`src/gsc_map.vh`:
```
`ifndef GSC_MAP_VH
`define GSC_MAP_VH

// Register byte offsets on the APB bus.
`define GSC_OFS_COUNT_LOW 12'h000
`define GSC_OFS_COUNT_HIGH 12'h004
`define GSC_OFS_COUNTER_CTRL 12'h008
`define GSC_OFS_GATE_CTRL 12'h00C
`define GSC_OFS_IRQ_STATUS 12'h010
`define GSC_OFS_IRQ_MASK 12'h014

// Counter control field positions.
`define GSC_CC_RUN 0
`define GSC_CC_EXT_CLK 1
`define GSC_CC_SYNC_DIS 2
`define GSC_CC_PRESCALE_LO 4
`define GSC_CC_PRESCALE_HI 5

// Gate control field positions.
`define GSC_GC_SRC_LO 0
`define GSC_GC_SRC_HI 1
`define GSC_GC_CMP_SYNC 2
`define GSC_GC_GATE_STATE 3
`define GSC_GC_POLARITY 6
`define GSC_GC_ENABLE 7

// Interrupt status and mask bit positions.
`define GSC_IRQ_OVF 0

// Writable bits of the two control registers.
`define GSC_CC_WR_MASK 8'h37
`define GSC_GC_WR_MASK 8'hC7

// Peer timer end values that mark its wrap.
`define GSC_PEER_MAX 8'hFF
`define GSC_PEER_ZERO 8'h00

// Gate source encodings.
`define GSC_SRC_PIN 2'b00
`define GSC_SRC_PEER 2'b01
`define GSC_SRC_CMP1 2'b10
`define GSC_SRC_CMP2 2'b11

// Reset values.
`define GSC_RST_COUNT 16'h0000
`define GSC_RST_CTRL 8'h00
`define GSC_RST_PRESCALE 3'h0

`endif

```
`src/gsc_counter.v`:
```
`timescale 1ns/1ps
`default_nettype none
`include "gsc_map.vh"

module gsc_counter #(
   parameter COUNT_WIDTH = 16
) (
   // Clock and reset.
   input wire i_clk_sys,
   input wire i_arst_n,
   // APB slave.
   input wire i_psel,
   input wire i_penable,
   input wire i_pwrite,
   input wire [11:0] i_paddr,
   input wire [31:0] i_pwdata,
   output reg [31:0] o_prdata,
   output reg o_pready,
   output reg o_pslverr,
   // Count clock, gate sources and sleep state.
   input wire i_count_clock,
   input wire i_gate_pin,
   input wire [7:0] i_peer_timer_count,
   input wire i_cmp_one_out,
   input wire i_cmp_two_out,
   input wire i_sleep,
   // Interrupt and wake outputs.
   output reg o_irq,
   output reg o_wake
);

   ////////////////////////////////////////////////////////////////////////////
   // Storage.

   // Count value and hidden prescale counter.
   reg [COUNT_WIDTH-1:0] count;
   reg [2:0] prescale_cnt;
   // Control registers.
   reg [7:0] counter_control_reg;
   reg [7:0] gate_control_reg;
   // Interrupt status and mask.
   reg irq_status;
   reg irq_mask;
   // Count clock synchroniser stages and edge history.
   reg clk_s1;
   reg clk_s2;
   reg clk_s3;
   reg clk_raw_d;
   // Comparator synchronisers.
   reg cmp1_s1;
   reg cmp1_s2;
   reg cmp2_s1;
   reg cmp2_s2;
   // Previous peer timer value for wrap detection.
   reg [7:0] peer_prev;

   ////////////////////////////////////////////////////////////////////////////
   // Field decode.

   // Named views of the control fields used below.
   wire run = counter_control_reg[`GSC_CC_RUN];
   wire ext_clk = counter_control_reg[`GSC_CC_EXT_CLK];
   wire clk_prescale_sel_lo = counter_control_reg[`GSC_CC_PRESCALE_LO];
   wire [1:0] clk_prescale_sel = counter_control_reg[`GSC_CC_PRESCALE_HI:`GSC_CC_PRESCALE_LO];
   wire sync_disable = counter_control_reg[`GSC_CC_SYNC_DIS];
   wire gate_enable = gate_control_reg[`GSC_GC_ENABLE];
   wire gate_polarity = gate_control_reg[`GSC_GC_POLARITY];
   wire cmp_sync = gate_control_reg[`GSC_GC_CMP_SYNC];
   wire [1:0] gate_source_sel = gate_control_reg[`GSC_GC_SRC_HI:`GSC_GC_SRC_LO];

   // Bus transfer qualifiers: a write or read is taken at the access edge.
   // Qualifying with the registered ready keeps a stretched access phase
   // from acting twice on the same transfer.
   wire bus_access = i_psel & i_penable & o_pready;
   wire bus_wr = bus_access & i_pwrite;
   wire bus_rd = bus_access & ~i_pwrite;
   wire wr_low = bus_wr & (i_paddr == `GSC_OFS_COUNT_LOW);
   wire wr_high = bus_wr & (i_paddr == `GSC_OFS_COUNT_HIGH);

   // Maps an address to a decode hit for the mapped registers.
   function addr_hit;
      input [11:0] addr;
      begin
         addr_hit = (addr == `GSC_OFS_COUNT_LOW) | (addr == `GSC_OFS_COUNT_HIGH) |
                    (addr == `GSC_OFS_COUNTER_CTRL) | (addr == `GSC_OFS_GATE_CTRL) |
                    (addr == `GSC_OFS_IRQ_STATUS) | (addr == `GSC_OFS_IRQ_MASK);
      end
   endfunction

   ////////////////////////////////////////////////////////////////////////////
   // Count clock edge detection.

   // Synchronised edge comes from the second and third stages only.
   wire edge_sync = clk_s2 & ~clk_s3;
   // Unsynchronised edge looks straight at the pin.
   // It saves two cycles of latency but leaves the pin unfiltered, so a
   // glitch on the pin can count once on this path.
   wire edge_async = i_count_clock & ~clk_raw_d;
   // sync bypass select. switching paths may drop or add one edge.
   wire ext_edge = sync_disable ? edge_async : edge_sync;
   // Internal source ticks every system clock.
   wire clk_tick = ext_clk ? ext_edge : 1'b1;

   // Registers the count clock through the synchroniser chain.
   always @(posedge i_clk_sys or negedge i_arst_n) begin
      if (!i_arst_n) begin
         clk_s1 <= 1'b0;
         clk_s2 <= 1'b0;
         clk_s3 <= 1'b0;
         clk_raw_d <= 1'b0;
      end else begin
         clk_s1 <= i_count_clock;
         clk_s2 <= clk_s1;
         clk_s3 <= clk_s2;
         clk_raw_d <= i_count_clock;
      end
   end

   ////////////////////////////////////////////////////////////////////////////
   // Gate source selection.

   // A stalled peer timer never shows the wrap, so with polarity 1 that gate stays shut.
   // peer wrap detection.
   wire peer_timer_wrap = (peer_prev == `GSC_PEER_MAX) & (i_peer_timer_count == `GSC_PEER_ZERO);
   wire cmp_one_g = cmp_sync ? cmp1_s2 : i_cmp_one_out;
   wire cmp_two_g = cmp_sync ? cmp2_s2 : i_cmp_two_out;
   reg gate_sig;

   always @* begin
      case (gate_source_sel)
         `GSC_SRC_PIN: begin
            gate_sig = i_gate_pin;
         end
         `GSC_SRC_PEER: begin
            gate_sig = peer_timer_wrap;
         end
         `GSC_SRC_CMP1: begin
            gate_sig = cmp_one_g;
         end
         default: begin
            gate_sig = cmp_two_g;
         end
      endcase
   end

   // polarity match test; gating off counts freely.
   wire gate_open = ~gate_enable | (gate_polarity == gate_sig);

   // Captures comparator and peer timer history.
   always @(posedge i_clk_sys or negedge i_arst_n) begin
      if (!i_arst_n) begin
         cmp1_s1 <= 1'b0;
         cmp1_s2 <= 1'b0;
         cmp2_s1 <= 1'b0;
         cmp2_s2 <= 1'b0;
         peer_prev <= 8'h00;
      end else begin
         cmp1_s1 <= i_cmp_one_out;
         cmp1_s2 <= cmp1_s1;
         cmp2_s1 <= i_cmp_two_out;
         cmp2_s2 <= cmp2_s1;
         peer_prev <= i_peer_timer_count;
      end
   end

   ////////////////////////////////////////////////////////////////////////////
   // Prescaler and counter.

   // Only the unsynchronised external path may count while the core sleeps.
   // sleep stops all but async external mode.
   wire sleep_ok = ~i_sleep | (ext_clk & sync_disable);
   // edges only advance while gate open.
   wire advance = run & sleep_ok & gate_open & clk_tick;
   // The prescaler restarts from zero after each step, so the divide is exact.
   // terminal value is 2^sel - 1.
   wire [2:0] prescale_last = {clk_prescale_sel == 2'b11, clk_prescale_sel[1], clk_prescale_sel_lo |
                               clk_prescale_sel[1]};
   wire prescale_done = (prescale_cnt == prescale_last);
   wire count_step = advance & prescale_done;
   wire overflow = count_step & (&count);

   // Advances the prescaler and count, and applies count byte writes.
   always @(posedge i_clk_sys or negedge i_arst_n) begin
      if (!i_arst_n) begin
         count <= `GSC_RST_COUNT;
         prescale_cnt <= `GSC_RST_PRESCALE;
      end else begin
         if (wr_low | wr_high) begin
            prescale_cnt <= `GSC_RST_PRESCALE;
         end else if (advance) begin
            prescale_cnt <= prescale_done ? `GSC_RST_PRESCALE : prescale_cnt + 3'h1;
         end
         if (wr_low) begin
            count[7:0] <= i_pwdata[7:0];
         end else if (wr_high) begin
            count[15:8] <= i_pwdata[7:0];
         end else if (count_step) begin
            count <= count + {{(COUNT_WIDTH-1){1'b0}}, 1'b1};
         end
      end
   end

   ////////////////////////////////////////////////////////////////////////////
   // Control, interrupt and wake registers.

   // Holds software control fields and the sticky overflow flag.
   always @(posedge i_clk_sys or negedge i_arst_n) begin
      if (!i_arst_n) begin
         counter_control_reg <= `GSC_RST_CTRL;
         gate_control_reg <= `GSC_RST_CTRL;
         irq_status <= 1'b0;
         irq_mask <= 1'b0;
         o_irq <= 1'b0;
         o_wake <= 1'b0;
      end else begin
         if (bus_wr & (i_paddr == `GSC_OFS_COUNTER_CTRL)) begin
            // Unused bits stay zero so that they read back as zero.
            counter_control_reg <= i_pwdata[7:0] & `GSC_CC_WR_MASK;
         end
         if (bus_wr & (i_paddr == `GSC_OFS_GATE_CTRL)) begin
            // The gate-open bit is not stored; it is read live.
            gate_control_reg <= i_pwdata[7:0] & `GSC_GC_WR_MASK;
         end
         if (bus_wr & (i_paddr == `GSC_OFS_IRQ_MASK)) begin
            irq_mask <= i_pwdata[`GSC_IRQ_OVF];
         end
         if (overflow) begin
            irq_status <= 1'b1;
         end else if (bus_rd & (i_paddr == `GSC_OFS_IRQ_STATUS)) begin
            irq_status <= 1'b0;
         end
         // The interrupt also takes this cycle's overflow, so it rises in step
         // with the status flag rather than one cycle after it.
         o_irq <= (irq_status | overflow) & irq_mask;
         // Wake is one pulse; the sticky status keeps the cause.
         // unmasked overflow in sleep wakes.
         o_wake <= overflow & irq_mask & i_sleep;
      end
   end

   ////////////////////////////////////////////////////////////////////////////
   // APB answer path.

   reg [31:0] next_prdata;

   always @* begin
      next_prdata = 32'h0000_0000;
      case (i_paddr)
         `GSC_OFS_COUNT_LOW: begin
            next_prdata[7:0] = count[7:0];
         end
         `GSC_OFS_COUNT_HIGH: begin
            next_prdata[7:0] = count[15:8];
         end
         `GSC_OFS_COUNTER_CTRL: begin
            next_prdata[7:0] = counter_control_reg;
         end
         `GSC_OFS_GATE_CTRL: begin
            next_prdata[7:0] = gate_control_reg | {4'h0, gate_open, 3'h0};
         end
         `GSC_OFS_IRQ_STATUS: begin
            next_prdata[`GSC_IRQ_OVF] = irq_status;
         end
         `GSC_OFS_IRQ_MASK: begin
            next_prdata[`GSC_IRQ_OVF] = irq_mask;
         end
         default: begin
            next_prdata = 32'h0000_0000;
         end
      endcase
   end

   // Freezing the data at setup keeps a count step during the access cycle
   // from tearing the byte that software sees.
   // Answers one cycle after setup; data is captured in the setup cycle.
   always @(posedge i_clk_sys or negedge i_arst_n) begin
      if (!i_arst_n) begin
         o_prdata <= 32'h0000_0000;
         o_pready <= 1'b0;
         o_pslverr <= 1'b0;
      end else begin
         o_pready <= i_psel & ~i_penable;
         if (i_psel & ~i_penable) begin
            o_prdata <= next_prdata;
            o_pslverr <= ~addr_hit(i_paddr);
         end else begin
            o_pslverr <= 1'b0;
         end
      end
   end

endmodule

`default_nettype wire

```
`config.mk`:
```
export PLATFORM = sky130hd
export DESIGN_NAME = gsc_counter
export DESIGN_NICKNAME = d
export VERILOG_FILES = /design/src/gsc_counter.v
export VERILOG_INCLUDE_DIRS = /design/src
export SDC_FILE = /design/constraint.sdc
export NUM_CORES = 1
export LEC_CHECK = 0
export ABC_AREA = 0
export BUFFER_PORTS_ARGS = -buffer_cell sky130_fd_sc_hd__buf_2
export CORE_MARGIN = 4
export CORE_UTILIZATION = 56
export DETAILED_ROUTE_END_ITERATION = 7
export GPL_TIMING_DRIVEN = 0
export PLACE_DENSITY_LB_ADDON = 0.25
export SYNTH_ARGS = -nofsm -noshare
export SYNTH_HDL_FRONTEND = slang
export SYNTH_SLANG_ARGS = --single-unit
```
`constraint.sdc`:
```
create_clock -name i_clk_sys -period 4.1 [get_ports i_clk_sys]
set_input_delay 0.82 -clock i_clk_sys [delete_from_list [all_inputs] [get_ports i_clk_sys]]
set_output_delay 0.82 -clock i_clk_sys [all_outputs]
set_load 0.01 [all_outputs]
```
* Word level (Yosys, flattened, before mapping) *
Index checks and enable logic that the tools add are counted.
Widths: inputs -> output; s select.

word-level totals
  bits in registers = 58
  input port bits = 62
  output and inout bits = 36

operators by class
  eq/ne operators = 12
  reduce and logical (&&, ||, !) cells = 10
  multiplexer cells = 17
  bitwise operators = 42
  $add $sub $neg = 2

operators by type and width
  operator               count
  $pmux 7 s4             1
  $eq 12x4->1 const B    2
  $eq 12x5->1 const B    2
  $mux 8                 3
  $and 1x1->1            23
  $add 16x1->16 const B  1
  $mux 16                1
  $reduce_and 16->1      1
  $eq 12x3->1 const B    1
  $logic_not 12->1       1
  $or 1x1->1             10
  $mux 3                 3
  $eq 8x8->1 const B     1
  $logic_not 8->1        1
  $not 1->1              8
  $or 8x4->8             1
  $reduce_bool 2->1      4
  $mux 1                 7
  $pmux 1 s6             1
  $eq 2x2->1 const B     2
  $reduce_and 2->1       2
  $add 3x1->3 const B    1
  $eq 3x3->1             1
  $pmux 1 s3             1
  4 further kinds        4

* Longest topological paths before layout *
Gate-level depths: netlist of run 1.

  depth after elaboration = 11
  mapped depth = 9

* Worst setup path after synthesis of run 1 *
OpenSTA, ideal clock, no wires.

  path type = input port to flip-flop
  from = input port i_peer_timer_count[1]
  to = register count[3]
  setup slack = 1,538 ps
  arrival = 2,425 ps
  data required time = 3,963 ps
  setup time = 137 ps
  stages on the path = 9
  cells stage by stage = or4b_1 nor2_1 a211o_2 o211ai_2 buf_6 buf_8 nor4_4 xnor2_1 o21ai_1

on the way
  longest elaborated chain between the ends = 10

ends and longest elaborated chain
  item                         RTL line           source
  start: declaration           gsc_counter.v:23   input wire [7:0] i_peer_timer_count,
  $logic_not 8->1 (no line)    --
  $and 1x1->1                  gsc_counter.v:124  wire peer_timer_wrap = (peer_prev == `GSC_PEER_MAX) & (i_peer_timer_count == `GSC_PEER_ZERO);
  $pmux 1 s3                   gsc_counter.v:130  case (gate_source_sel)
  $eq 1x1->1                   gsc_counter.v:147  wire gate_open = ~gate_enable | (gate_polarity == gate_sig);
  $or 1x1->1                   gsc_counter.v:147
  $and 1x1->1 (2 in series)    gsc_counter.v:173  wire advance = run & sleep_ok & gate_open & clk_tick;
  $and 1x1->1                  gsc_counter.v:179  wire count_step = advance & prescale_done;
  $reduce_bool 2->1 (no line)  --
  $reduce_and 2->1 (no line)   --
  end signal: assignment       gsc_counter.v:185  count <= `GSC_RST_COUNT;
  end signal: assignment       gsc_counter.v:194  count[7:0] <= i_pwdata[7:0];
  end signal: assignment       gsc_counter.v:198  count <= count + {{(COUNT_WIDTH-1){1'b0}}, 1'b1};
  end: declaration             gsc_counter.v:36   reg [COUNT_WIDTH-1:0] count;

No other way between the ends.
A chain may end at the register's enable or synchronous reset.

* Worst setup path after layout of run 1 *
  from = input port i_paddr[7]
  to = register count[5]

on the way
  longest elaborated chain between the ends = 4
  elaborated cells on any way between the ends = 8
  classes of those cells = eq/ne: 2; mux: 1; bitwise: 2; reduce/logical: 3

ends and longest elaborated chain
  item                                                       RTL line                            source
  start: declaration                                         gsc_counter.v:15                    input wire [11:0] i_paddr,
  $eq 12x3->1 (no line) or $logic_not 12->1 (tied branches)  --
  $and 1x1->1, on equally long branches                      gsc_counter.v:78, gsc_counter.v:77
  $ne 2x2->1 (no line) or $reduce_bool 2->1 (tied branches)  --
  $reduce_and 2->1 (no line)                                 --

Parallel ways exist; a longest one is shown, timed or not.

==> results by group, run 1 <==
Status
  • Status: finished clean

Finish
  • Max FFs per register: 16
  • Area grow syn2layout: 19.70%
  • FILL cells: 454
  • Fin cells: 476
  • Nets: 463
  • Layout cells sized above 1: 0.3168
  • Largest reg by FF count: count
  • # diodes: 0
  • Largest registers: count: 16 flops, o_prdata: 8 flops, peer_prev: 8 flops

Critical path
  • CP endpoint kind: flop
  • Worst EP arrival: 2.93 ns
  • CP max FO: 10
  • RR Startpoint: counter_control_reg[5]
  • WS Path Type: input port to flop
  • Worst path required time: 4.30 ns
  • Register-to-Register Path Depth: 6
  • Startpoint types: input port
  • FF-to-FF setup slack: 1.78 ns
  • RR Endpoint: count[15]

STA
  • Worst setup margin: 1.370 ns
  • Max Slew Vio Count: 0
  • Setup TNS: 0 ns
  • F_max: 366.3 MHz
  • Setup repair after global routing missed its margin: false
  • Worst Hold Slack: 0.3615 ns
  • Slew margin rel.: 0.4030
  • Post-layout min period: 2.730 ns
  • Final Setup Violations: 0
  • Clk_skew: 0.008410 ns
  • Post-route clock period utilization: 0.6659
  • Hold Vio Cnt, Final: 0
  • Worst slew pin tran: 0.8881 ns

Place
  • DP Cell Count: 460
  • IO Port Bufs: 48
  • RD Place Congestion: 0.8973
  • Post-DP HPWL: 5.986 mm
  • Place WS: 0.8924 ns

Flow run
  • Max-capacitance violation count: 0

Floorplanning
  • Area of the core: 5608 um2
  • Starting density of the core: 0.5890
  • Die H: 84.80 um
  • Die ar.: 7191 um2
  • # IOs: 98
  • Chip Width: 84.80 um
  • Row count: 27

Clocking
  • Htree depth: 3
  • Post-CTS Hold Buffers: 0
  • CTS sink count: 58
  • CTS buffer count: 9
  • Worst skew pair latency: 0.35 ns
  • Clk root buf: clkbuf_8
  • Resized cells post-CTS: 0
  • CTS tree: built
  • Clock buffer depth: 2
  • CTS clk-pin slew, worst paths: 0.07 ns
  • Setup repair bufs after CTS: 0

Detailed routing
  • DR iter-0 viols: 290
  • WL/cell: 17.03 um
  • DRT antenna net count: 0
  • Residual DRC: 0
  • Total Wirelength: 8.108 mm
  • DR vias/cell: 5.973
  • Via count: 2843
  • Drt pass-1 iters: 5

Global routing
  • Initial antenna violation count: 0
  • Largest net degree at the start of global routing: 59
  • Grt ovf: 0
  • Number of global-route vias before repair: 2737
  • Total GRT Usage: 0.2397
  • Global-route wire length before repair: 13.69 mm

Power
  • Internal: 962.8 uW
  • Switching part of the total: 0.2452
  • Sequential power share: 0.458
  • Clock share of power: 0.473
  • Gate power share: 0.070
  • PwrDens: 322.6 nW/um2
  • Sw power: 312.8 uW
  • Leak pwr: 0.001831 uW
  • Worst ir drop on vdd: 0.2887 mV
  • Final Power: 1276 uW

Yosys
  • Ys flop type: dfrtp_1
  • Register area share after synthesis: 0.4394
  • Warning count from the yosys run: 0
  • Synthesized area per cell: 10.42 um2
  • Post-synth EDFFs: 0
  • Ys async rst share: 1.000
  • Post-Synthesis Cells: 317
  • Netlist Area Pre-Place: 3303 um2
  • Synth Register Bits: 58
  • Unique masters post-synth: 61

Min path
  • HP Start: cmp2_s1
  • Hold path cells: 0
  • Hold Path Class: flop to flop
  • Hold Path Sink: cmp2_s2
==> cell families after synthesis <==
family,share of synthesized area
AOI/OAI and AO/OA,0.1117
xor gates and xnor gates,0.01856
adders and majority gates,0.007575
buffers and inverters,0.07954
DFF,0.4394
muxes,0.08901
other,0.001135
and+or+nand+nor,0.2530
==> how the worst max path moves through the flow <==
| stage | slack [ns] | cells after the start | from | endpoint |
|---|---|---|---|---|
| 5_1_grt | 1.18 | 9 | i_paddr[7] | count[5] |
| 6_report | 1.37 | 9 | i_paddr[7] | count[5] |
| 4_1_cts | 1.24 | 6 | i_paddr[7] | count[5] |
| 2_1_floorplan | 1.54 | 9 | i_peer_timer_count[1] | count[3] |
| 3_3_place_gp | 0.98 | 6 | i_paddr[7] | count[4] |
| 3_5_place_dp | 0.89 | 6 | i_paddr[7] | count[5] |
==> critical path: stages <==
cell	delay [ns]
buf_2	0.10
nor4_2	0.39
nand4b_2	0.35
nor3_4	0.52
and2_4	0.27
buf_6	0.18
nor4b_2	0.07
xnor2_1	0.15
o21ai_1	0.07
==> through the flow <==
step | area (um2) | util
2_1_floorplan | 3390 | -
3_3_place_gp | 3720 | 0.6633
3_5_place_dp | 3720 | 0.6633
4_1_cts | 3945 | 0.7035
5_1_grt | 3954 | 0.7050
6_report | 3954 | 0.7050
==> area by class of cell <==
cell class,instances,area (um2),share of cell area
inverter,4,15.01,0.003797
clock buffer,9,123.9,0.03133
sequential,58,1451,0.3671
timing repair buffer,48,242.7,0.06139
buffer,34,247.7,0.06266
multi-input combinational,244,1682,0.4253
clock inverter,7,101.3,0.02563
tap,72,90.09,0.02278
==> placed cells by master (no fill, tap or decap), types with 8 or more instances in the layout <==
cell type,n
conb_1,24
nand2_1,30
nor2_1,21
buf_4,26
mux2_2,13
buf_2,47
nand3_1,16
o21ai_0,8
clkbuf_8,9
dfrtp_1,58
o21ai_1,9
mux2i_1,8
==> cells in the mapped netlist, types with 5 or more instances <==
cell	count	share of area
mux2i_1	8	0.024
xnor2_1	7	0.019
nand4b_1	5	0.013
nor3_1	5	0.0076
a21oi_1	7	0.011
nand4_1	5	0.0095
nand2_1	30	0.034
o31ai_1	5	0.011
o22ai_1	5	0.0095
mux2_2	13	0.044
dfrtp_1	58	0.44
buf_4	25	0.057
o21ai_0	8	0.012
nor2_1	21	0.024
and3_1	6	0.011
nand3_1	16	0.024
o21ai_1	9	0.014
==> power by group through the flow <==
stage          clock network [uW]  registers, uW  logic [uW]
2_1_floorplan                   0            594        45.2
3_3_place_gp                    0            594        85.6
3_5_place_dp                    0            595        87.5
4_1_cts                       606            584        87.6
5_1_grt                       633            584        98.9
6_report                      603            584        88.7
==> layer usage <==
metal	vias to the layer above	global-route usage	share of wire
met2	158	0.3751	0.47
met4	0	0.09065	0.028
met1	1362	0.3264	0.42
li1	1292	-	-
met5	-	0	0
met3	31	0.05299	0.084
(Power assumes the default switching activity.)
==> inputs of run 2 (changes only) <==
Settings changed: CORE_UTILIZATION 56 to 52.
Clock period 4.1 ns to 2.9 ns, I/O delays scaled along.
==> results by group, run 2 (same netlist as run 1, synthesis figures left out) <==
Status
  • Status: finished clean

Floorplanning
  • Area of the core: 6026 um2
  • Row count: 28
  • Chip Width: 87.70 um
  • Starting density of the core: 0.5482
  • Die H: 87.70 um
  • Die ar.: 7691 um2
  • # IOs: 98

Finish
  • FF+latch area: 1451 um2
  • Most frequent cells in the layout: dfrtp_1 (58), buf_2 (47), nand2_1 (30)
  • Largest registers: count: 16 flops, o_prdata: 8 flops, peer_prev: 8 flops
  • # diodes: 0
  • Most common cell after layout, fill and taps aside: dfrtp_1
  • Area grow syn2layout: 19.85%
  • Nets: 463
  • FILL cells: 504
  • Largest reg by FF count: count
  • Layout cells sized above 1: 0.3168
  • Multi-input gate area: 1682 um2
  • Max FFs per register: 16
  • Final Core Density: 0.6570

Clocking
  • Setup repair bufs after CTS: 0
  • Worst skew pair latency: 0.35 ns
  • Post-CTS Hold Buffers: 0
  • Htree depth: 3
  • CTS tree: built
  • Clk root buf: clkbuf_8
  • Resized cells post-CTS: 0
  • CTS buffer count: 9
  • CTS clk-pin slew, worst paths: 0.07 ns
  • Clock buffer depth: 2
  • CTS sink count: 58

STA
  • F_max: 393.0 MHz
  • Max Slew Vio Count: 0
  • Worst setup margin: 0.3552 ns
  • Slew margin rel.: 0.4091
  • Worst slew pin tran: 0.8790 ns
  • Clk_skew: 0.005178 ns
  • Final Setup Violations: 0
  • Hold Vio Cnt, Final: 0
  • Setup repair after global routing missed its margin: false
  • Post-route clock period utilization: 0.8775
  • Post-layout min period: 2.545 ns

Detailed routing
  • Total Wirelength: 8.117 mm
  • DR iter-0 viols: 209
  • DRT antenna net count: 0
  • Residual DRC: 0
  • WL/cell: 16.95 um
  • DR vias/cell: 5.741
  • Via count: 2750
  • Drt pass-1 iters: 4

Critical path
  • CP endpoint kind: flop
  • WP buf/inv: 2
  • Top delay family on crit path: simple AND/OR/NAND/NOR gates
  • Largest stage delay, worst path: 0.65 ns
  • CP max FO: 9
  • Worst path required time: 3.14 ns
  • Worst EP arrival: 2.79 ns
  • Worst-path cell chain: clkbuf_1 -> nor4_1 -> nand4_1 -> nor2_1 -> inv_1 -> o22ai_1 -> a31oi_1 -> o21a_1
  • Highest-delay cell along the critical path: nor2_1
  • WS Path Type: input port to flop
  • Startpoint types: input port

Global routing
  • Initial antenna violation count: 0
  • Global-route wire length before repair: 13.19 mm
  • Total GRT Usage: 0.2265
  • Largest net degree at the start of global routing: 59
  • GR Util met1: 0.3043
  • Met2 GRT Util: 0.3575
  • Number of global-route vias before repair: 2659
  • Grt ovf: 0
  • GR peak layer: met2
  • GR Util met3: 0.04327

Power
  • Leak pwr: 0.001833 uW
  • Final Power: 1801 uW
  • Worst ir drop on vdd: 0.4126 mV
  • PwrDens: 454.8 nW/um2

Place
  • Post-DP HPWL: 5.960 mm
  • IO Port Bufs: 48
  • RD Place Congestion: 0.8905
  • Place WS: -0.09366 ns

Min path
  • Hold Path Class: input port to asynchronous set/reset pin

Flow run
  • Max-capacitance violation count: 0
## run 2: cell count changes in the layout (fill, tap and decap cells not counted), sizes merged
cell | before | now
clkbuf | 13 | 14
clkinv | 2 | 1
## run 2: cell type report
type | instances | share of cell area
clock inverter | 6 | 0.02244
sequential | 58 | 0.3666
buffer | 34 | 0.06258
tap | 75 | 0.02370
timing repair buffer | 48 | 0.06131
multi-input combinational | 244 | 0.4248
clock buffer | 10 | 0.03477
inverter | 4 | 0.003793
## run 2: layer usage
layer | up-vias | wire length [um]
li1 | 1295 | -
met1 | 1340 | 3545
met2 | 98 | 3821
met3 | 17 | 577
met4 | 0 | 172
met5 | - | 0
## run 2: worst paths after layout
| check | slack (ns) | from | to | cells past startpoint |
|---|---|---|---|---|
| setup / recovery | 0.36 | i_paddr[3] | count[11] | 8 |
| hold / removal | 0.28 | i_arst_n | o_pslverr | 1 |
| setup reg to reg | 0.57 | o_pready | count[11] | 7 |
| hold reg to reg | 0.35 | cmp2_s1 | cmp2_s2 | 0 |
| max in group asynchronous | 2.12 | i_arst_n | count[14] | 1 |
| min in group i_clk_sys | 0.34 | i_peer_timer_count[6] | peer_prev[6] | 1 |
## run 2: stage by stage
step / instance area, um2 / setup TNS [ns] / hold WS [ns] / instances
3_3_place_gp: 3724 / 0 / 0.3320 / 463
2_1_floorplan: 3390 / 0 / 0.2844 / 340
5_1_grt: 3959 / 0 / 0.3367 / 479
4_1_cts: 3950 / 0 / 0.3347 / 479
6_report: 3959 / 0 / 0.2779 / 479
3_5_place_dp: 3724 / -0.4472 / 0.3364 / 463
## run 2: where the power goes
part,internal (uW),total [uW],switching [uW],leakage (uW)
registers,821,826,5.17,0.000774
logic,51.8,125,73.5,0.000951
clock network,508,849,341,0.000109
total,1380,1800,420,0.00183
==> inputs of run 3 (changes only) <==
Settings changed: CELL_PAD_IN_SITES_DETAIL_PLACEMENT from default to 1, CELL_PAD_IN_SITES_GLOBAL_PLACEMENT from default to 1, CORE_UTILIZATION 52 to 39.
==> results by group, run 3 (same netlist as run 1, synthesis figures left out) <==
Finish
  • FF+latch area: 1451 um2
  • Layout cells sized above 1: 0.3151
  • Fin area: 4020 um2
  • Largest registers: count: 16 flops, o_prdata: 8 flops, peer_prev: 8 flops
  • Nets: 463
  • # diodes: 0
  • Most frequent cells in the layout: dfrtp_1 (58), buf_2 (47), nand2_1 (30)
  • Max FFs per register: 16
  • FILL cells: 981
  • Multi-input gate area: 1682 um2
  • Largest reg by FF count: count
  • Most common cell after layout, fill and taps aside: dfrtp_1
  • Final Core Density: 0.4893
  • Area grow syn2layout: 21.70%

Place
  • Post-Place Cell Area: 3767 um2
  • IO Port Bufs: 48
  • RD Place Congestion: 0.8740
  • Post-DP HPWL: 6.841 mm
  • Place WS: -0.08243 ns

Floorplanning
  • Die ar.: 10010 um2
  • Area of the core: 8217 um2
  • Row count: 33
  • # IOs: 98
  • Die H: 100.0 um
  • Starting density of the core: 0.4020
  • Chip Width: 100.0 um

Clocking
  • CTS buffer count: 9
  • CTS sink count: 58
  • CTS tree: built
  • Setup repair bufs after CTS: 0
  • Resized cells post-CTS: 0
  • Worst skew pair latency: 0.35 ns
  • CTS clk-pin slew, worst paths: 0.07 ns
  • Htree depth: 3
  • Post-CTS Hold Buffers: 0
  • Clock buffer depth: 2
  • Clk root buf: clkbuf_8

Detailed routing
  • Total Wirelength: 9.481 mm
  • Residual DRC: 0
  • DRT antenna net count: 0
  • WL/cell: 18.66 um
  • Via count: 2754
  • DR vias/cell: 5.421
  • Drt pass-1 iters: 4
  • DR iter-0 viols: 111

STA
  • Slew margin rel.: 0.4085
  • Worst slew pin tran: 0.8799 ns
  • Max Slew Vio Count: 0
  • Hold Vio Cnt, Final: 0
  • Setup repair after global routing missed its margin: false
  • Post-layout min period: 2.668 ns
  • Clk_skew: 0.009455 ns
  • Final Setup Violations: 0
  • Worst Hold Slack: 0.2941 ns
  • F_max: 374.9 MHz
  • Post-route clock period utilization: 0.9198
  • Worst setup margin: 0.2325 ns

Global routing
  • Initial antenna violation count: 0
  • Number of global-route vias before repair: 3001
  • Largest net degree at the start of global routing: 59
  • Grt ovf: 0
  • Total GRT Usage: 0.2021
  • Global-route wire length before repair: 15.75 mm

Status
  • Status: finished clean

Critical path
  • Highest-delay cell along the critical path: nor2_1
  • Worst EP arrival: 2.90 ns
  • CP max FO: 9
  • Largest stage delay, worst path: 0.68 ns
  • WS Path Type: input port to flop
  • CP endpoint kind: flop
  • Startpoint types: input port
  • Worst-path cell chain: clkbuf_1 -> nor4_1 -> nand4_1 -> nor2_1 -> inv_1 -> o22ai_1 -> a31oi_1 -> o21a_1
  • Worst path required time: 3.13 ns

Power
  • Internal: 1487 uW
  • Switching part of the total: 0.2266
  • Leak pwr: 0.001850 uW
  • Worst ir drop on vdd: 0.2442 mV
  • Clock share of power: 0.504
  • PwrDens: 478.4 nW/um2
  • Sequential power share: 0.429
  • Gate power share: 0.067
  • Sw power: 435.8 uW

Flow run
  • Max-capacitance violation count: 0

Min path
  • Hold Path Class: input port to asynchronous set/reset pin
## run 3: per-stage QoR
step,power [uW],setup TNS (ns),instances
2_1_floorplan,904.1,0,340
3_3_place_gp,964.1,-1.359,493
3_5_place_dp,968.1,-0.2219,493
4_1_cts,1940,0,508
5_1_grt,1995,0,508
6_report,1923,0,508
## run 3: final timing paths
check | cells after the start | start | slack (ns) | endpoint
setup / recovery | 8 | i_paddr[3] | 0.23 | count[11]
hold / removal | 1 | i_arst_n | 0.29 | o_pslverr
setup reg to reg | 7 | counter_control_reg[1] | 0.47 | count[10]
hold reg to reg | 0 | cmp1_s1 | 0.35 | cmp1_s2
max in group asynchronous | 1 | i_arst_n | 2.11 | prescale_cnt[2]
min in group i_clk_sys | 1 | i_peer_timer_count[6] | 0.35 | peer_prev[6]
## run 3: final cells by class
type                            instances  share of cell area
Sequential cell                        58              0.3610
Buffer                                 34             0.06162
Clock inverter                          4             0.02459
Inverter                                4            0.003735
Clock buffer                           11             0.03766
Timing Repair Buffer                   48             0.06038
Multi-Input combinational cell        244              0.4183
Tap cell                              105             0.03268
## run 3: power groups by stage
stage               combinational [uW]  sequential, uW  clock [uW]
floorplan                         63.9             840           0
global placement                   124             840           0
detailed placement                 127             841           0
CTS                                128             825         987
global route                       143             826        1030
finish                             128             825         970
## run 3: routing by layer
layer	GRT usage	routed length, um	vias up
met2	0.3248	4517	70
li1	-	-	1293
met4	0.07047	189	0
met1	0.2667	4346	1377
met3	0.05003	428	14
met5	0	0	-
## run 3: critical path, delay by kind of cell
family,cells,cell delay (ns)
simple gates,3,1.41
buf+inv,2,0.53
compound gates,3,0.37
